`config.mk`:
```
export PLATFORM = sky130hd
export DESIGN_NAME = pdt_regs
export DESIGN_NICKNAME = d
export VERILOG_FILES = /design/src/pkg/pdt_pkg.sv /design/src/pkg/pdt_sub_if.sv /design/src/pdt_err_counter.sv /design/src/pdt_cable_diag.sv /design/src/pdt_regs.sv
export SDC_FILE = /design/constraint.sdc
export NUM_CORES = 1
export LEC_CHECK = 0
export BUFFER_PORTS_ARGS = -buffer_cell sky130_fd_sc_hd__buf_2
export CAP_MARGIN = 20
export CORE_MARGIN = 4
export CORE_UTILIZATION = 48
export DETAILED_ROUTE_END_ITERATION = 7
export GPL_TIMING_DRIVEN = 0
export HOLD_SLACK_MARGIN = 0.06
export PLACE_DENSITY = 0.77
export SYNTH_ARGS = -nofsm -noshare
export SYNTH_HDL_FRONTEND = slang
export SYNTH_HIERARCHICAL = 1
export SYNTH_SLANG_ARGS = --single-unit
```
`constraint.sdc`:
```
create_clock -name pclk -period 1.7 [get_ports pclk]
set_input_delay 0.085 -clock pclk [delete_from_list [all_inputs] [get_ports pclk]]
set_output_delay 0.085 -clock pclk [all_outputs]
set_load 0.05 [all_outputs]
```
`src/pkg/pdt_pkg.sv`:
```
// Constants, field positions and states for the PHY diagnostic/test register bank
package pdt_pkg;
   // Register indexes; byte address is four times the index
   localparam logic [9:0] IDX_PHY_STATUS = 10'h010;
   localparam logic [9:0] IDX_TBT = 10'h01a;
   localparam logic [9:0] IDX_BIST1 = 10'h01b;
   localparam logic [9:0] IDX_BIST2 = 10'h01c;
   localparam logic [9:0] IDX_CDIAG = 10'h01e;
   localparam logic [9:0] IDX_RSTCTL = 10'h01f;
   localparam logic [9:0] IDX_IRQ_STAT = 10'h020;
   localparam logic [9:0] IDX_IRQ_MASK = 10'h021;
   localparam logic [9:0] IDX_MISC = 10'h022;
   // Field positions
   localparam int TBT_LOWTH = 13;
   localparam int TBT_SQ_LO = 9;
   localparam int TBT_NLP = 7;
   localparam int TBT_POL = 4;
   localparam int TBT_JAB = 0;
   localparam int PSTS_POL = 12;
   localparam int BIST1_LOCK = 15;
   localparam int BIST1_CNT_LO = 8;
   localparam int CD_START = 15;
   localparam int CD_RESCAL = 14;
   localparam int CD_DONE = 1;
   localparam int CD_FAIL = 0;
   localparam int RST_HARD = 15;
   localparam int RST_SOFT = 14;
   localparam int MISC_WRAP = 0;
   // Interrupt status and mask bits
   localparam int IRQ_POL = 0;
   localparam int IRQ_DONE = 1;
   localparam int IRQ_FAIL = 2;
   localparam int IRQ_SAT = 3;
   localparam int IRQ_W = 4;
   // Widths and reset values
   localparam int SQ_W = 4;
   localparam int GAP_W = 8;
   localparam int LEN_W = 11;
   localparam int CNT_W = 8;
   localparam int IPG_W = 10;
   localparam logic [GAP_W-1:0] BIST_GAP_RST = 8'h7d;
   localparam logic [LEN_W-1:0] BIST_LEN_RST = 11'h5ee;
   localparam logic [15:0] CD_RSV_VAL = 16'h0100;
   localparam logic [CNT_W-1:0] CNT_MAX = 8'hff;
   localparam int IPG_SHIFT = 2;
   typedef enum logic [1:0] {APB_IDLE = 2'b00, APB_ANS = 2'b01} pdt_apb_st_t;
   typedef enum logic [1:0] {CD_IDLE = 2'b00, CD_RUN = 2'b01} pdt_cd_st_t;
endpackage

```
`src/pkg/pdt_sub_if.sv`:
```
// Signals between the register bank and its counter and cable-diagnostic helpers
`timescale 1ns/10ps
`default_nettype none
interface pdt_sub_if;
   logic clr;
   logic err_pulse;
   logic wrap;
   logic lock;
   logic [7:0] locked;
   logic sat_evt;
   logic start_wr;
   logic abort;
   logic done_in;
   logic fail_in;
   logic run;
   logic done;
   logic fail;
   logic done_evt;
   logic fail_evt;
   modport main (output clr, err_pulse, wrap, lock, start_wr, abort, done_in, fail_in,
      input locked, sat_evt, run, done, fail, done_evt, fail_evt);
   modport cnt (input clr, err_pulse, wrap, lock, output locked, sat_evt);
   modport diag (input clr, start_wr, abort, done_in, fail_in,
      output run, done, fail, done_evt, fail_evt);
endinterface
`default_nettype wire

```
`src/pdt_err_counter.sv`:
```
// PRBS errored-byte counter with lock-and-clear capture
`timescale 1ns/10ps
`default_nettype none
module pdt_err_counter (
   // Clock and reset
   input wire logic pclk,
   input wire logic presetn,
   input wire logic ce,
   // Link to register bank
   pdt_sub_if.cnt sub
);
   typedef struct packed {
      logic [pdt_pkg::CNT_W-1:0] run;
      logic [pdt_pkg::CNT_W-1:0] locked;
      logic sat_evt;
   } pdt_cnt_st_t;
   pdt_cnt_st_t s;
   pdt_cnt_st_t next_s;

   always_comb begin
      logic [pdt_pkg::CNT_W-1:0] base;
      base = '0;
      next_s = s;
      base = sub.lock ? '0 : s.run;
      next_s.run = base;
      if (sub.lock) begin
         next_s.locked = s.run;
      end
      // An error in the lock cycle counts into the fresh count
      if (sub.err_pulse) begin
         if (base == pdt_pkg::CNT_MAX && !sub.wrap) begin
            next_s.run = base;
         end else begin
            next_s.run = base + 1'b1;
         end
      end
      next_s.sat_evt = (next_s.run == pdt_pkg::CNT_MAX) && (s.run != pdt_pkg::CNT_MAX);
      if (sub.clr) begin
         next_s = '0;
      end
   end

   always_ff @(posedge pclk or negedge presetn) begin
      if (!presetn) begin
         s <= '0;
      end else if (ce) begin
         s <= next_s;
      end
   end

   assign sub.locked = s.locked;
   assign sub.sat_evt = s.sat_evt;
endmodule
`default_nettype wire

```
`src/pdt_cable_diag.sv`:
```
// Cable diagnostic start/done/fail sequencing
`timescale 1ns/10ps
`default_nettype none
module pdt_cable_diag (
   // Clock and reset
   input wire logic pclk,
   input wire logic presetn,
   input wire logic ce,
   // Link to register bank
   pdt_sub_if.diag sub
);
   typedef struct packed {
      pdt_pkg::pdt_cd_st_t st;
      logic done;
      logic fail;
      logic done_evt;
      logic fail_evt;
   } pdt_cd_state_t;
   pdt_cd_state_t s;
   pdt_cd_state_t next_s;

   always_comb begin
      next_s = s;
      next_s.done_evt = 1'b0;
      next_s.fail_evt = 1'b0;
      case (s.st)
         pdt_pkg::CD_IDLE: begin
            if (sub.start_wr) begin
               next_s.st = pdt_pkg::CD_RUN;
               next_s.done = 1'b0;
               next_s.fail = 1'b0;
            end
         end
         pdt_pkg::CD_RUN: begin
            if (sub.done_in) begin
               // Start falls in the same edge that done rises
               next_s.st = pdt_pkg::CD_IDLE;
               next_s.done = 1'b1;
               next_s.fail = sub.fail_in;
               next_s.done_evt = 1'b1;
               next_s.fail_evt = sub.fail_in;
            end else if (sub.abort) begin
               next_s.st = pdt_pkg::CD_IDLE;
            end
         end
         default: begin
            next_s.st = pdt_pkg::CD_IDLE;
         end
      endcase
      if (sub.clr) begin
         next_s = '0;
      end
   end

   always_ff @(posedge pclk or negedge presetn) begin
      if (!presetn) begin
         s <= '0;
      end else if (ce) begin
         s <= next_s;
      end
   end

   assign sub.run = (s.st == pdt_pkg::CD_RUN);
   assign sub.done = s.done;
   assign sub.fail = s.fail;
   assign sub.done_evt = s.done_evt;
   assign sub.fail_evt = s.fail_evt;
endmodule
`default_nettype wire

```
`src/pdt_regs.sv`:
```
// APB register bank for 10BASE-T tuning, self-test, cable diagnostic and software reset
//
// How it works
// - Bit 13 lowers 10BASE-T receive threshold.
// - Bits 12-9 pick squelch, 200mV plus 50mV/step.
// - Bit 7 stops normal link pulses.
// - Bit 4 mirrors polarity bit 12 of status.
// - Control read clears polarity; status read doesn't.
// - Bit 0 disables jabber, 10BASE-Te only.
// - Bits 15-8 count PRBS errored bytes.
// - Writing bit 15 locks count, clears counter.
// - Bits 7-0 set packet gap, times four.
// - Bits 10-0 set self-test packet length.
// - Bit 15 starts cable test, self-clears on done.
// - Bit 1 reads one when test done.
// - Bit 0 reads one when test failed.
// - Bit 15 resets everything like reset pin.
// - Bit 14 restarts circuitry, keeps registers.
`timescale 1ns/10ps
`default_nettype none
module pdt_regs (
   // Clock, enable and reset
   input wire logic pclk,
   input wire logic presetn,
   input wire logic ce,
   // APB slave
   input wire logic psel,
   input wire logic penable,
   input wire logic pwrite,
   input wire logic [11:0] paddr,
   input wire logic [31:0] pwdata,
   output logic [31:0] prdata,
   output logic pready,
   output logic pslverr,
   // Receiver and test status
   input wire logic pol_inverted,
   input wire logic prbs_byte_err,
   input wire logic link_is_10m,
   input wire logic [15:0] phy_status_in,
   input wire logic cable_done_in,
   input wire logic cable_fail_in,
   // Analog and test controls
   output logic lower_threshold_en,
   output logic [3:0] squelch_code,
   output logic nlp_tx_disable,
   output logic jabber_disable,
   output logic [9:0] bist_ipg_bytes,
   output logic [10:0] bist_pkt_len,
   output logic cable_diag_run,
   output logic rescal_en,
   // Reset requests and interrupt
   output logic hard_reset_pulse,
   output logic restart_pulse,
   output logic irq
);
   typedef struct packed {
      pdt_pkg::pdt_apb_st_t apb_st;
      logic [31:0] prdata;
      logic pready;
      logic pslverr;
      logic lowth;
      logic [pdt_pkg::SQ_W-1:0] sq;
      logic nlp;
      logic jab;
      logic jab_eff;
      logic pol;
      logic [pdt_pkg::GAP_W-1:0] gap;
      logic [pdt_pkg::IPG_W-1:0] ipg;
      logic [pdt_pkg::LEN_W-1:0] len;
      logic rescal;
      logic rst_hard;
      logic rst_soft;
      logic wrap;
      logic lock;
      logic start_wr;
      logic abort;
      logic [pdt_pkg::IRQ_W-1:0] irq_stat;
      logic [pdt_pkg::IRQ_W-1:0] irq_mask;
      logic irq;
   } pdt_state_t;

   pdt_state_t s;
   pdt_state_t next_s;
   pdt_sub_if sub ();
   logic [pdt_pkg::IRQ_W-1:0] irq_set;
   logic [pdt_pkg::IRQ_W-1:0] irq_w1c;
   logic [pdt_pkg::IRQ_W-1:0] next_irq_stat;

   // Same values after the pin and after a software hard reset
   function automatic pdt_state_t reset_state();
      pdt_state_t r;
      r = '0;
      r.apb_st = pdt_pkg::APB_IDLE;
      r.gap = pdt_pkg::BIST_GAP_RST;
      r.ipg = pdt_pkg::IPG_W'(pdt_pkg::BIST_GAP_RST) << pdt_pkg::IPG_SHIFT;
      r.len = pdt_pkg::BIST_LEN_RST;
      return r;
   endfunction

   function automatic logic hit(input logic [11:0] a, input logic [9:0] idx);
      return (a[11:2] == idx) && (a[1:0] == 2'b00);
   endfunction

   function automatic logic mapped(input logic [11:0] a);
      return hit(a, pdt_pkg::IDX_PHY_STATUS) || hit(a, pdt_pkg::IDX_TBT) ||
         hit(a, pdt_pkg::IDX_BIST1) || hit(a, pdt_pkg::IDX_BIST2) ||
         hit(a, pdt_pkg::IDX_CDIAG) || hit(a, pdt_pkg::IDX_RSTCTL) ||
         hit(a, pdt_pkg::IDX_IRQ_STAT) || hit(a, pdt_pkg::IDX_IRQ_MASK) ||
         hit(a, pdt_pkg::IDX_MISC);
   endfunction

   // Helpers
   pdt_err_counter u_cnt (
      .pclk(pclk),
      .presetn(presetn),
      .ce(ce),
      .sub(sub.cnt)
   );

   pdt_cable_diag u_diag (
      .pclk(pclk),
      .presetn(presetn),
      .ce(ce),
      .sub(sub.diag)
   );

   assign sub.clr = s.rst_hard;
   assign sub.err_pulse = prbs_byte_err;
   assign sub.wrap = s.wrap;
   assign sub.lock = s.lock;
   assign sub.start_wr = s.start_wr;
   assign sub.abort = s.abort;
   assign sub.done_in = cable_done_in;
   assign sub.fail_in = cable_fail_in;

   // Sticky interrupt bits: a new event wins over a write-one-to-clear
   assign irq_set[pdt_pkg::IRQ_POL] = pol_inverted && !s.pol;
   assign irq_set[pdt_pkg::IRQ_DONE] = sub.done_evt;
   assign irq_set[pdt_pkg::IRQ_FAIL] = sub.fail_evt;
   assign irq_set[pdt_pkg::IRQ_SAT] = sub.sat_evt;
   genvar gi;
   generate
      for (gi = 0; gi < pdt_pkg::IRQ_W; gi++) begin : g_irq
         assign next_irq_stat[gi] = irq_set[gi] || (s.irq_stat[gi] && !irq_w1c[gi]);
      end
   endgenerate

   always_comb begin
      logic access;
      logic done_wr;
      logic [15:0] rd;
      logic [15:0] w;
      access = psel && penable;
      done_wr = 1'b0;
      rd = '0;
      w = pwdata[15:0];
      irq_w1c = '0;
      next_s = s;
      next_s.lock = 1'b0;
      next_s.start_wr = 1'b0;
      next_s.abort = 1'b0;
      next_s.rst_hard = 1'b0;
      next_s.rst_soft = 1'b0;
      // Polarity flag follows the receiver and holds until the 10BASE-T register is read
      if (pol_inverted) begin
         next_s.pol = 1'b1;
      end
      case (s.apb_st)
         pdt_pkg::APB_IDLE: begin
            if (access) begin
               // Reserved bits are left at zero here; the cable register adds its constant
               if (hit(paddr, pdt_pkg::IDX_PHY_STATUS)) begin
                  rd = phy_status_in;
                  rd[pdt_pkg::PSTS_POL] = s.pol;
               end
               if (hit(paddr, pdt_pkg::IDX_TBT)) begin
                  rd[pdt_pkg::TBT_LOWTH] = s.lowth;
                  rd[pdt_pkg::TBT_SQ_LO +: pdt_pkg::SQ_W] = s.sq;
                  rd[pdt_pkg::TBT_NLP] = s.nlp;
                  rd[pdt_pkg::TBT_POL] = s.pol;
                  rd[pdt_pkg::TBT_JAB] = s.jab;
                  if (!pwrite) begin
                     // Set wins: a still-inverted receiver keeps the flag
                     next_s.pol = pol_inverted;
                  end
               end
               if (hit(paddr, pdt_pkg::IDX_BIST1)) begin
                  rd = {sub.locked, s.gap};
               end
               if (hit(paddr, pdt_pkg::IDX_BIST2)) begin
                  rd[pdt_pkg::LEN_W-1:0] = s.len;
               end
               if (hit(paddr, pdt_pkg::IDX_CDIAG)) begin
                  rd = pdt_pkg::CD_RSV_VAL;
                  rd[pdt_pkg::CD_START] = sub.run;
                  rd[pdt_pkg::CD_RESCAL] = s.rescal;
                  rd[pdt_pkg::CD_DONE] = sub.done;
                  rd[pdt_pkg::CD_FAIL] = sub.fail;
               end
               if (hit(paddr, pdt_pkg::IDX_RSTCTL)) begin
                  rd[pdt_pkg::RST_HARD] = s.rst_hard;
                  rd[pdt_pkg::RST_SOFT] = s.rst_soft;
               end
               if (hit(paddr, pdt_pkg::IDX_IRQ_STAT)) begin
                  rd[pdt_pkg::IRQ_W-1:0] = s.irq_stat;
               end
               if (hit(paddr, pdt_pkg::IDX_IRQ_MASK)) begin
                  rd[pdt_pkg::IRQ_W-1:0] = s.irq_mask;
               end
               if (hit(paddr, pdt_pkg::IDX_MISC)) begin
                  rd[pdt_pkg::MISC_WRAP] = s.wrap;
               end
               next_s.prdata = {16'h0000, rd};
               next_s.pslverr = !mapped(paddr);
               next_s.pready = 1'b1;
               next_s.apb_st = pdt_pkg::APB_ANS;
            end
         end
         pdt_pkg::APB_ANS: begin
            // Writes land on the edge where pready is seen high
            next_s.pready = 1'b0;
            next_s.pslverr = 1'b0;
            next_s.apb_st = pdt_pkg::APB_IDLE;
            if (access && pwrite) begin
               done_wr = 1'b1;
            end
         end
         default: begin
            next_s.apb_st = pdt_pkg::APB_IDLE;
            next_s.pready = 1'b0;
         end
      endcase
      if (done_wr) begin
         if (hit(paddr, pdt_pkg::IDX_TBT)) begin
            next_s.lowth = w[pdt_pkg::TBT_LOWTH];
            next_s.sq = w[pdt_pkg::TBT_SQ_LO +: pdt_pkg::SQ_W];
            next_s.nlp = w[pdt_pkg::TBT_NLP];
            next_s.jab = w[pdt_pkg::TBT_JAB];
         end
         if (hit(paddr, pdt_pkg::IDX_BIST1)) begin
            next_s.lock = w[pdt_pkg::BIST1_LOCK];
            next_s.gap = w[pdt_pkg::GAP_W-1:0];
         end
         if (hit(paddr, pdt_pkg::IDX_BIST2)) begin
            next_s.len = w[pdt_pkg::LEN_W-1:0];
         end
         if (hit(paddr, pdt_pkg::IDX_CDIAG)) begin
            next_s.start_wr = w[pdt_pkg::CD_START];
            next_s.abort = !w[pdt_pkg::CD_START];
            next_s.rescal = w[pdt_pkg::CD_RESCAL];
         end
         if (hit(paddr, pdt_pkg::IDX_RSTCTL)) begin
            next_s.rst_hard = w[pdt_pkg::RST_HARD];
            next_s.rst_soft = w[pdt_pkg::RST_SOFT];
         end
         if (hit(paddr, pdt_pkg::IDX_IRQ_STAT)) begin
            irq_w1c = w[pdt_pkg::IRQ_W-1:0];
         end
         if (hit(paddr, pdt_pkg::IDX_IRQ_MASK)) begin
            next_s.irq_mask = w[pdt_pkg::IRQ_W-1:0];
         end
         if (hit(paddr, pdt_pkg::IDX_MISC)) begin
            next_s.wrap = w[pdt_pkg::MISC_WRAP];
         end
      end
      next_s.irq_stat = next_irq_stat;
      // Jabber control has no meaning outside 10 Mb/s operation
      next_s.jab_eff = next_s.jab && link_is_10m;
      next_s.ipg = pdt_pkg::IPG_W'(next_s.gap) << pdt_pkg::IPG_SHIFT;
      // A hard reset must not wipe its own pulse, or the PHY core never sees it
      if (s.rst_hard) begin
         next_s = reset_state();
      end
      next_s.irq = |(next_s.irq_stat & next_s.irq_mask);
   end

   always_ff @(posedge pclk or negedge presetn) begin
      if (!presetn) begin
         s <= reset_state();
      end else if (ce) begin
         s <= next_s;
      end
   end

   // Outputs straight from state flops; cable_diag_run is decoded from the diagnostic state
   assign prdata = s.prdata;
   assign pready = s.pready;
   assign pslverr = s.pslverr;
   assign lower_threshold_en = s.lowth;
   assign squelch_code = s.sq;
   assign nlp_tx_disable = s.nlp;
   assign jabber_disable = s.jab_eff;
   assign bist_ipg_bytes = s.ipg;
   assign bist_pkt_len = s.len;
   assign cable_diag_run = sub.run;
   assign rescal_en = s.rescal;
   assign hard_reset_pulse = s.rst_hard;
   assign restart_pulse = s.rst_soft;
   assign irq = s.irq;
endmodule
`default_nettype wire

```
Word level (Yosys, flattened, before mapping):

Index checks and enable logic that the tools add are counted.

* register bits: 113
* bits in latches: 0
* bits in writable memories: 0
* bits in read-only memories: 0
* input bits: 71
* output and inout bits: 67
* memories kept: 0

* $add $sub $neg: 1
* multipliers: 0
* divide/modulo/power cells: 0
* magnitude comparators: 0
* eq/ne operators: 18
* shift operators: 0
* muxes and demuxes: 55
* bitwise operators: 1
* reductions and logical operators: 63

Operator list (count)
* $mux W90: 1
* $mux W16: 5
* $eq A10 B5 Y1 const B: 6
* $mux W8: 6
* $mux W36: 1
* $mux W32: 1
* $mux W4: 8
* $eq A10 B6 Y1 const B: 3
* $mux W11: 2
* $reduce_and A3 Y1: 7
* $logic_and A1 B1 Y1: 19
* $mux W18: 1
* $mux W17: 1
* $eq A8 B8 Y1 const B: 2
* $reduce_bool A2 Y1: 8
* $mux W1: 15
* $mux W2: 7
* $mux W7: 2
* $logic_or A1 B1 Y1: 12
* $ne A3 B3 Y1 const B: 3
* $add A8 B1 Y8 const B: 1
* $logic_not A1 Y1: 8
* $ne A8 B8 Y1 const B: 1
* $pmux W2 S2: 2
* other kinds (11): 16

Logic depth before layout (Yosys ltp):

* depth in word-level cells: 17
* gate-level depth with buffers: 8

Hierarchy:

The synthesis kept the hierarchy.

By module, submodules not included
* pdt_regs: instances 1, cells each 419, area an instance 3897.5 µm², seq. area each 1569.0 µm²
* pdt_err_counter: instances 1, cells each 122, area an instance 1088.5 µm², seq. area each 425.4 µm²
* pdt_cable_diag: instances 1, cells each 24, area an instance 234.0 µm², seq. area each 125.1 µm²

Worst setup path before layout:

OpenSTA, ideal clock, no wires.

* path kind: register to register
* from: reg s[88] in the netlist's numbering
* to: reg s, in the netlist irq
* setup time: 0.140 ns
* arrival time: 1.982 ns
* data required time: 1.560 ns
* path slack: -0.421 ns
* cell stages (with the launch flop): 9
* path buffers: 2
* cell sequence: dfrtp_1 -> and4_1 -> buf_2 -> nand2_1 -> nor2_2 -> buf_6 -> mux2_2 -> a22oi_1 -> a31oi_1

* cells in the longest elaborated chain, start to end: 9
* elaborated cells on any way between the ends: 19
* classes of those cells: eq/ne (1); mux (4); bitwise (1); reduce/logical (13)

Ends and longest elaborated chain
* start, declared: line pdt_regs.sv:82 `pdt_state_t s;`
* start signal, assigned: line pdt_regs.sv:279 `s <= reset_state();`
* start signal, assigned: line pdt_regs.sv:281 `s <= next_s;`
* $eq A2 B1 Y1 (*): line pdt_regs.sv:168 `case (s.apb_st)`
* $mux W1 (*): line pdt_regs.sv:168
* $mux W4: line pdt_regs.sv:233 `if (done_wr) begin`
* $logic_not A1 Y1: line pdt_regs.sv:144 `assign next_irq_stat[gi] = irq_set[gi] || (s.irq_stat[gi] && !irq_w1c[gi]);`
* $logic_and A1 B1 Y1: line pdt_regs.sv:144
* $logic_or A1 B1 Y1: line pdt_regs.sv:144
* $mux W90 (*): line pdt_regs.sv:271 `if (s.rst_hard) begin`
* $and A4 B4 Y4 (*): line pdt_regs.sv:274 `next_s.irq = |(next_s.irq_stat & next_s.irq_mask);`
* $reduce_or A4 Y1 (*): line pdt_regs.sv:274

Every way passes the cells marked *; elsewhere a longest branch is shown, timed or not.
A chain may end at the register's enable or synchronous reset.

Worst setup path after layout:

Ends and elaborated chain as after synthesis.

==> results by group <==
Global route
  • Largest net degree at the start of global routing: 51
  • Gr usage total: roughly a quarter
  • Grt ovf: 0
  • First-pass GRT wire length: ~26000 microns
  • Initial antenna violation count: 0
  • Vias in the first global route: ~4.9k

Synth
  • Post-synth EDFFs: 0
  • Synth top area share: between 30% and 40%
  • Cells after Synth: 565
  • Synth unique cells: 76
  • Fraction of registers with async set or reset after synthesis: between 90% and 100%
  • Avg Synthesized Cell Area: 9.239 sq um
  • Seq/Total Area, Yosys: 40.60%
  • Yosys warnings: 6
  • Synth Flop Type: dfrtp_1
  • Mapped cell area: ~0.0052 sq mm
  • Synth area leaders: dfrtp_1 (34%), buf_4 (9.6%), dfstp_2 (7.0%)
  • Flop and latch count out of synthesis: between 80 and 90
  • Leading area contributor after synthesis: dfrtp_1

Cells and area
  • Nets: roughly 810
  • # diodes: 0
  • Fill cells: roughly 920
  • P&R area growth vs syn: 27.97%
  • Most frequent cells in the layout: buf_2 (107), buf_4 (79), dfrtp_1 (68)
  • Most common cell after layout, fill and taps aside: buf_2
  • Layout cells sized above 1: 38.84%

Setup path
  • Critical path startpoint category: register
  • Most frequent CP cell: buf_6
  • CP Data Required Time: about 1.9 ns
  • Data arrival, critical path: 1.95 ns
  • Endpoint class of the critical path: register
  • CP max stage cell: dfrtp_2
  • Crit path largest cell delay: between 0.3 and 0.4 ns
  • Critical path buffers and inverters: 2
  • Crit-path cells: and4_1, buf_6, nand2_4, nor2_4, buf_6, mux2_4, a22oi_2, a31oi_1
  • Reg-to-reg slack, setup: -0.03 ns
  • Top delay family on crit path: flip-flops
  • Setup CP Type: register to register
  • Worst-path maximum fanout: 7

Placement
  • GPL Wtd Cong: about 0.90
  • Detailed Place HPWL: 11680 microns
  • Input/output buffers: between 100 and 150

Pwr
  • Sequential share of power: 48.2%
  • Int Power: 0.003174 W
  • Power Density: about 700 mW/mm^2
  • Leak Pwr: approximately 3.0 nW
  • Combinational cell fraction of total power: around 23%
  • VDD IR max: approximately 390 uV
  • Switching power: approximately 0.0015 W
  • Switching Share: between 30% and 40%
  • Clock power frac: ~29%

Die
  • Core area: roughly 0.010 sq mm
  • Initial Util: approximately 50%
  • FP Rows: 37
  • Die area: 0.01261 sq mm
  • Chip width: 112.3 microns
  • I/O pins: around 140
  • Die H: roughly 110 microns

Route
  • DR iter-0 viols: 426
  • # DRC: 0
  • WL final: approximately 16000 microns
  • Wire per inst: 18.19 microns
  • Routed vias: ~5.0k
  • Via/cell ratio: approximately 5.8
  • Post-route ant nets: 0
  • First drt pass iteration count: 5

Clocking
  • TritonCTS clock tree: yes
  • H-Tree Level Count: 3
  • Clock Sinks: 84
  • Clk Tree Root Cell: clkbuf_8
  • CTS clock-pin slew for the worst setup and hold paths: about 0.09 ns
  • Bufs on Longest Clock Path: 2
  • Total CTS buffers: 9
  • Clock Latency Late Sink: roughly 0.37 ns

Timing
  • Fmax: about 580 MHz
  • Worst hold slack: about 0.074 ns
  • Clk_skew: 0.01646 ns
  • Final Setup Violations: 1
  • Final period utilization: 101.7%
  • Setup slack after layout: -0.02910 ns
  • Final hold violation count: 0
  • Crit path time final: ~1.7 ns
  • Max_slew headroom: 55.31%
  • Max Transition Viols Final: 0
  • Slew of the pin with the lowest slew margin: between 0.6 and 0.7 ns
  • RSZ-0062 raised after global routing: true
  • Setup TNS: -0.02910 ns

Job
  • Max cap viols: 0

Status
  • Outcome: finished with violations
  • Failing checks: setup timing

Min path
  • HP Class: primary input to register
flip-flops by register name, indices dropped and copies added, names as in the netlist, 4 cells and up:
| signal | flops |
|---|---|
| bist_pkt_len | 11 |
| prdata | 16 |
| s | 19 |
| squelch_code | 4 |
| u_cnt/s | 8 |
| u_cnt/sub.locked | 8 |
Yosys cell counts (7+ instances only):
| cell type | count |
|---|---|
| dfstp_2 | 14 |
| o2bb2ai_1 | 15 |
| dfrtp_1 | 70 |
| a22oi_1 | 16 |
| nand4_1 | 9 |
| a21oi_1 | 44 |
| inv_1 | 22 |
| mux2_2 | 10 |
| buf_4 | 67 |
| nand3_1 | 7 |
| nor2_1 | 39 |
| and3_1 | 10 |
| clkbuf_1 | 10 |
| o21ai_0 | 45 |
| nand2_1 | 38 |
| a31oi_1 | 7 |
| buf_2 | 8 |
| o22ai_1 | 9 |
repair_timing:
item | 4_1_cts | 5_1_grt
gates resized for setup | 13 | 16
setup endpoints to repair | 46 | 34
hold buffers | 27 | 0
pin swaps | 7 | 5
endpoints found under the hold margin | 68 | 0
buffers inserted | 10 | 1
power groups by stage:
stage               clock network, W  logic (W)  registers, W
global placement                   0   0.000969       0.00229
detailed placement                 0   0.000991       0.00230
CTS                          0.00137    0.00107       0.00226
global route                 0.00146    0.00120       0.00229
floorplan                          0   0.000671       0.00229
finish                       0.00135    0.00109       0.00227
per-stage QoR:
step           area, sq um  worst slack (ns)  util, %  std cells  power, W
2_1_floorplan         5323           -0.1884        -        582  0.002960
3_3_place_gp          6003           -0.6008    57.38        820  0.003263
3_5_place_dp          6033           -0.6954    57.67        821  0.003294
4_1_cts               6609          -0.01430    63.17        874  0.004701
5_1_grt               6680           -0.1079    63.85        875  0.004945
6_report              6680          -0.02910    63.85        875  0.004706
metal layers:
metal	track usage (%)	part of all wire, %	vias up
met5	0	0	-
met4	7.612	1.5	0
met3	4.690	8.1	20
met2	40.92	48	242
met1	34.63	43	2444
li1	-	-	2327
final timing paths:
kind                                        to           from  cells past startpoint
setup / recovery                           irq          s[88]                      8
hold / removal             u_diag/sub.fail_evt  cable_fail_in                      4
setup reg to reg                           irq          s[88]                      8
hold reg to reg                      prdata[8]      prdata[8]                      1
max in group asynchronous                s[39]        presetn                      3
min in group asynchronous            rescal_en        presetn                      2
cells by family after synthesis:
| group | Yosys count | share of synthesized area, % |
|---|---|---|
| mux | 14 | 2.924 |
| buf+inv | 114 | 13.78 |
| other cells | 1 | 0.07184 |
| compound gates | 187 | 23.47 |
| flops | 84 | 40.60 |
| simple gates | 163 | 18.82 |
| xor+xnor | 2 | 0.3356 |
cell type report:
class                           count  area (sq um)  share of cell area, %
Clock inverter                      4         25.02                 0.3746
Clock buffer                       12         155.1                  2.323
Inverter                           24         90.09                  1.349
Buffer                             90         654.4                  9.796
Tap cell                          136         170.2                  2.547
Multi-Input combinational cell    384          2570                  38.47
Sequential cell                    84          2122                  31.77
Timing Repair Buffer              141         893.4                  13.37
tightest hold or removal path: stages:
cell     delay [ns]
buf_2          0.10
nand2_1        0.05
or3_1          0.10
o21ai_0        0.07
Note: power is estimated with default switching activity, not from simulation.
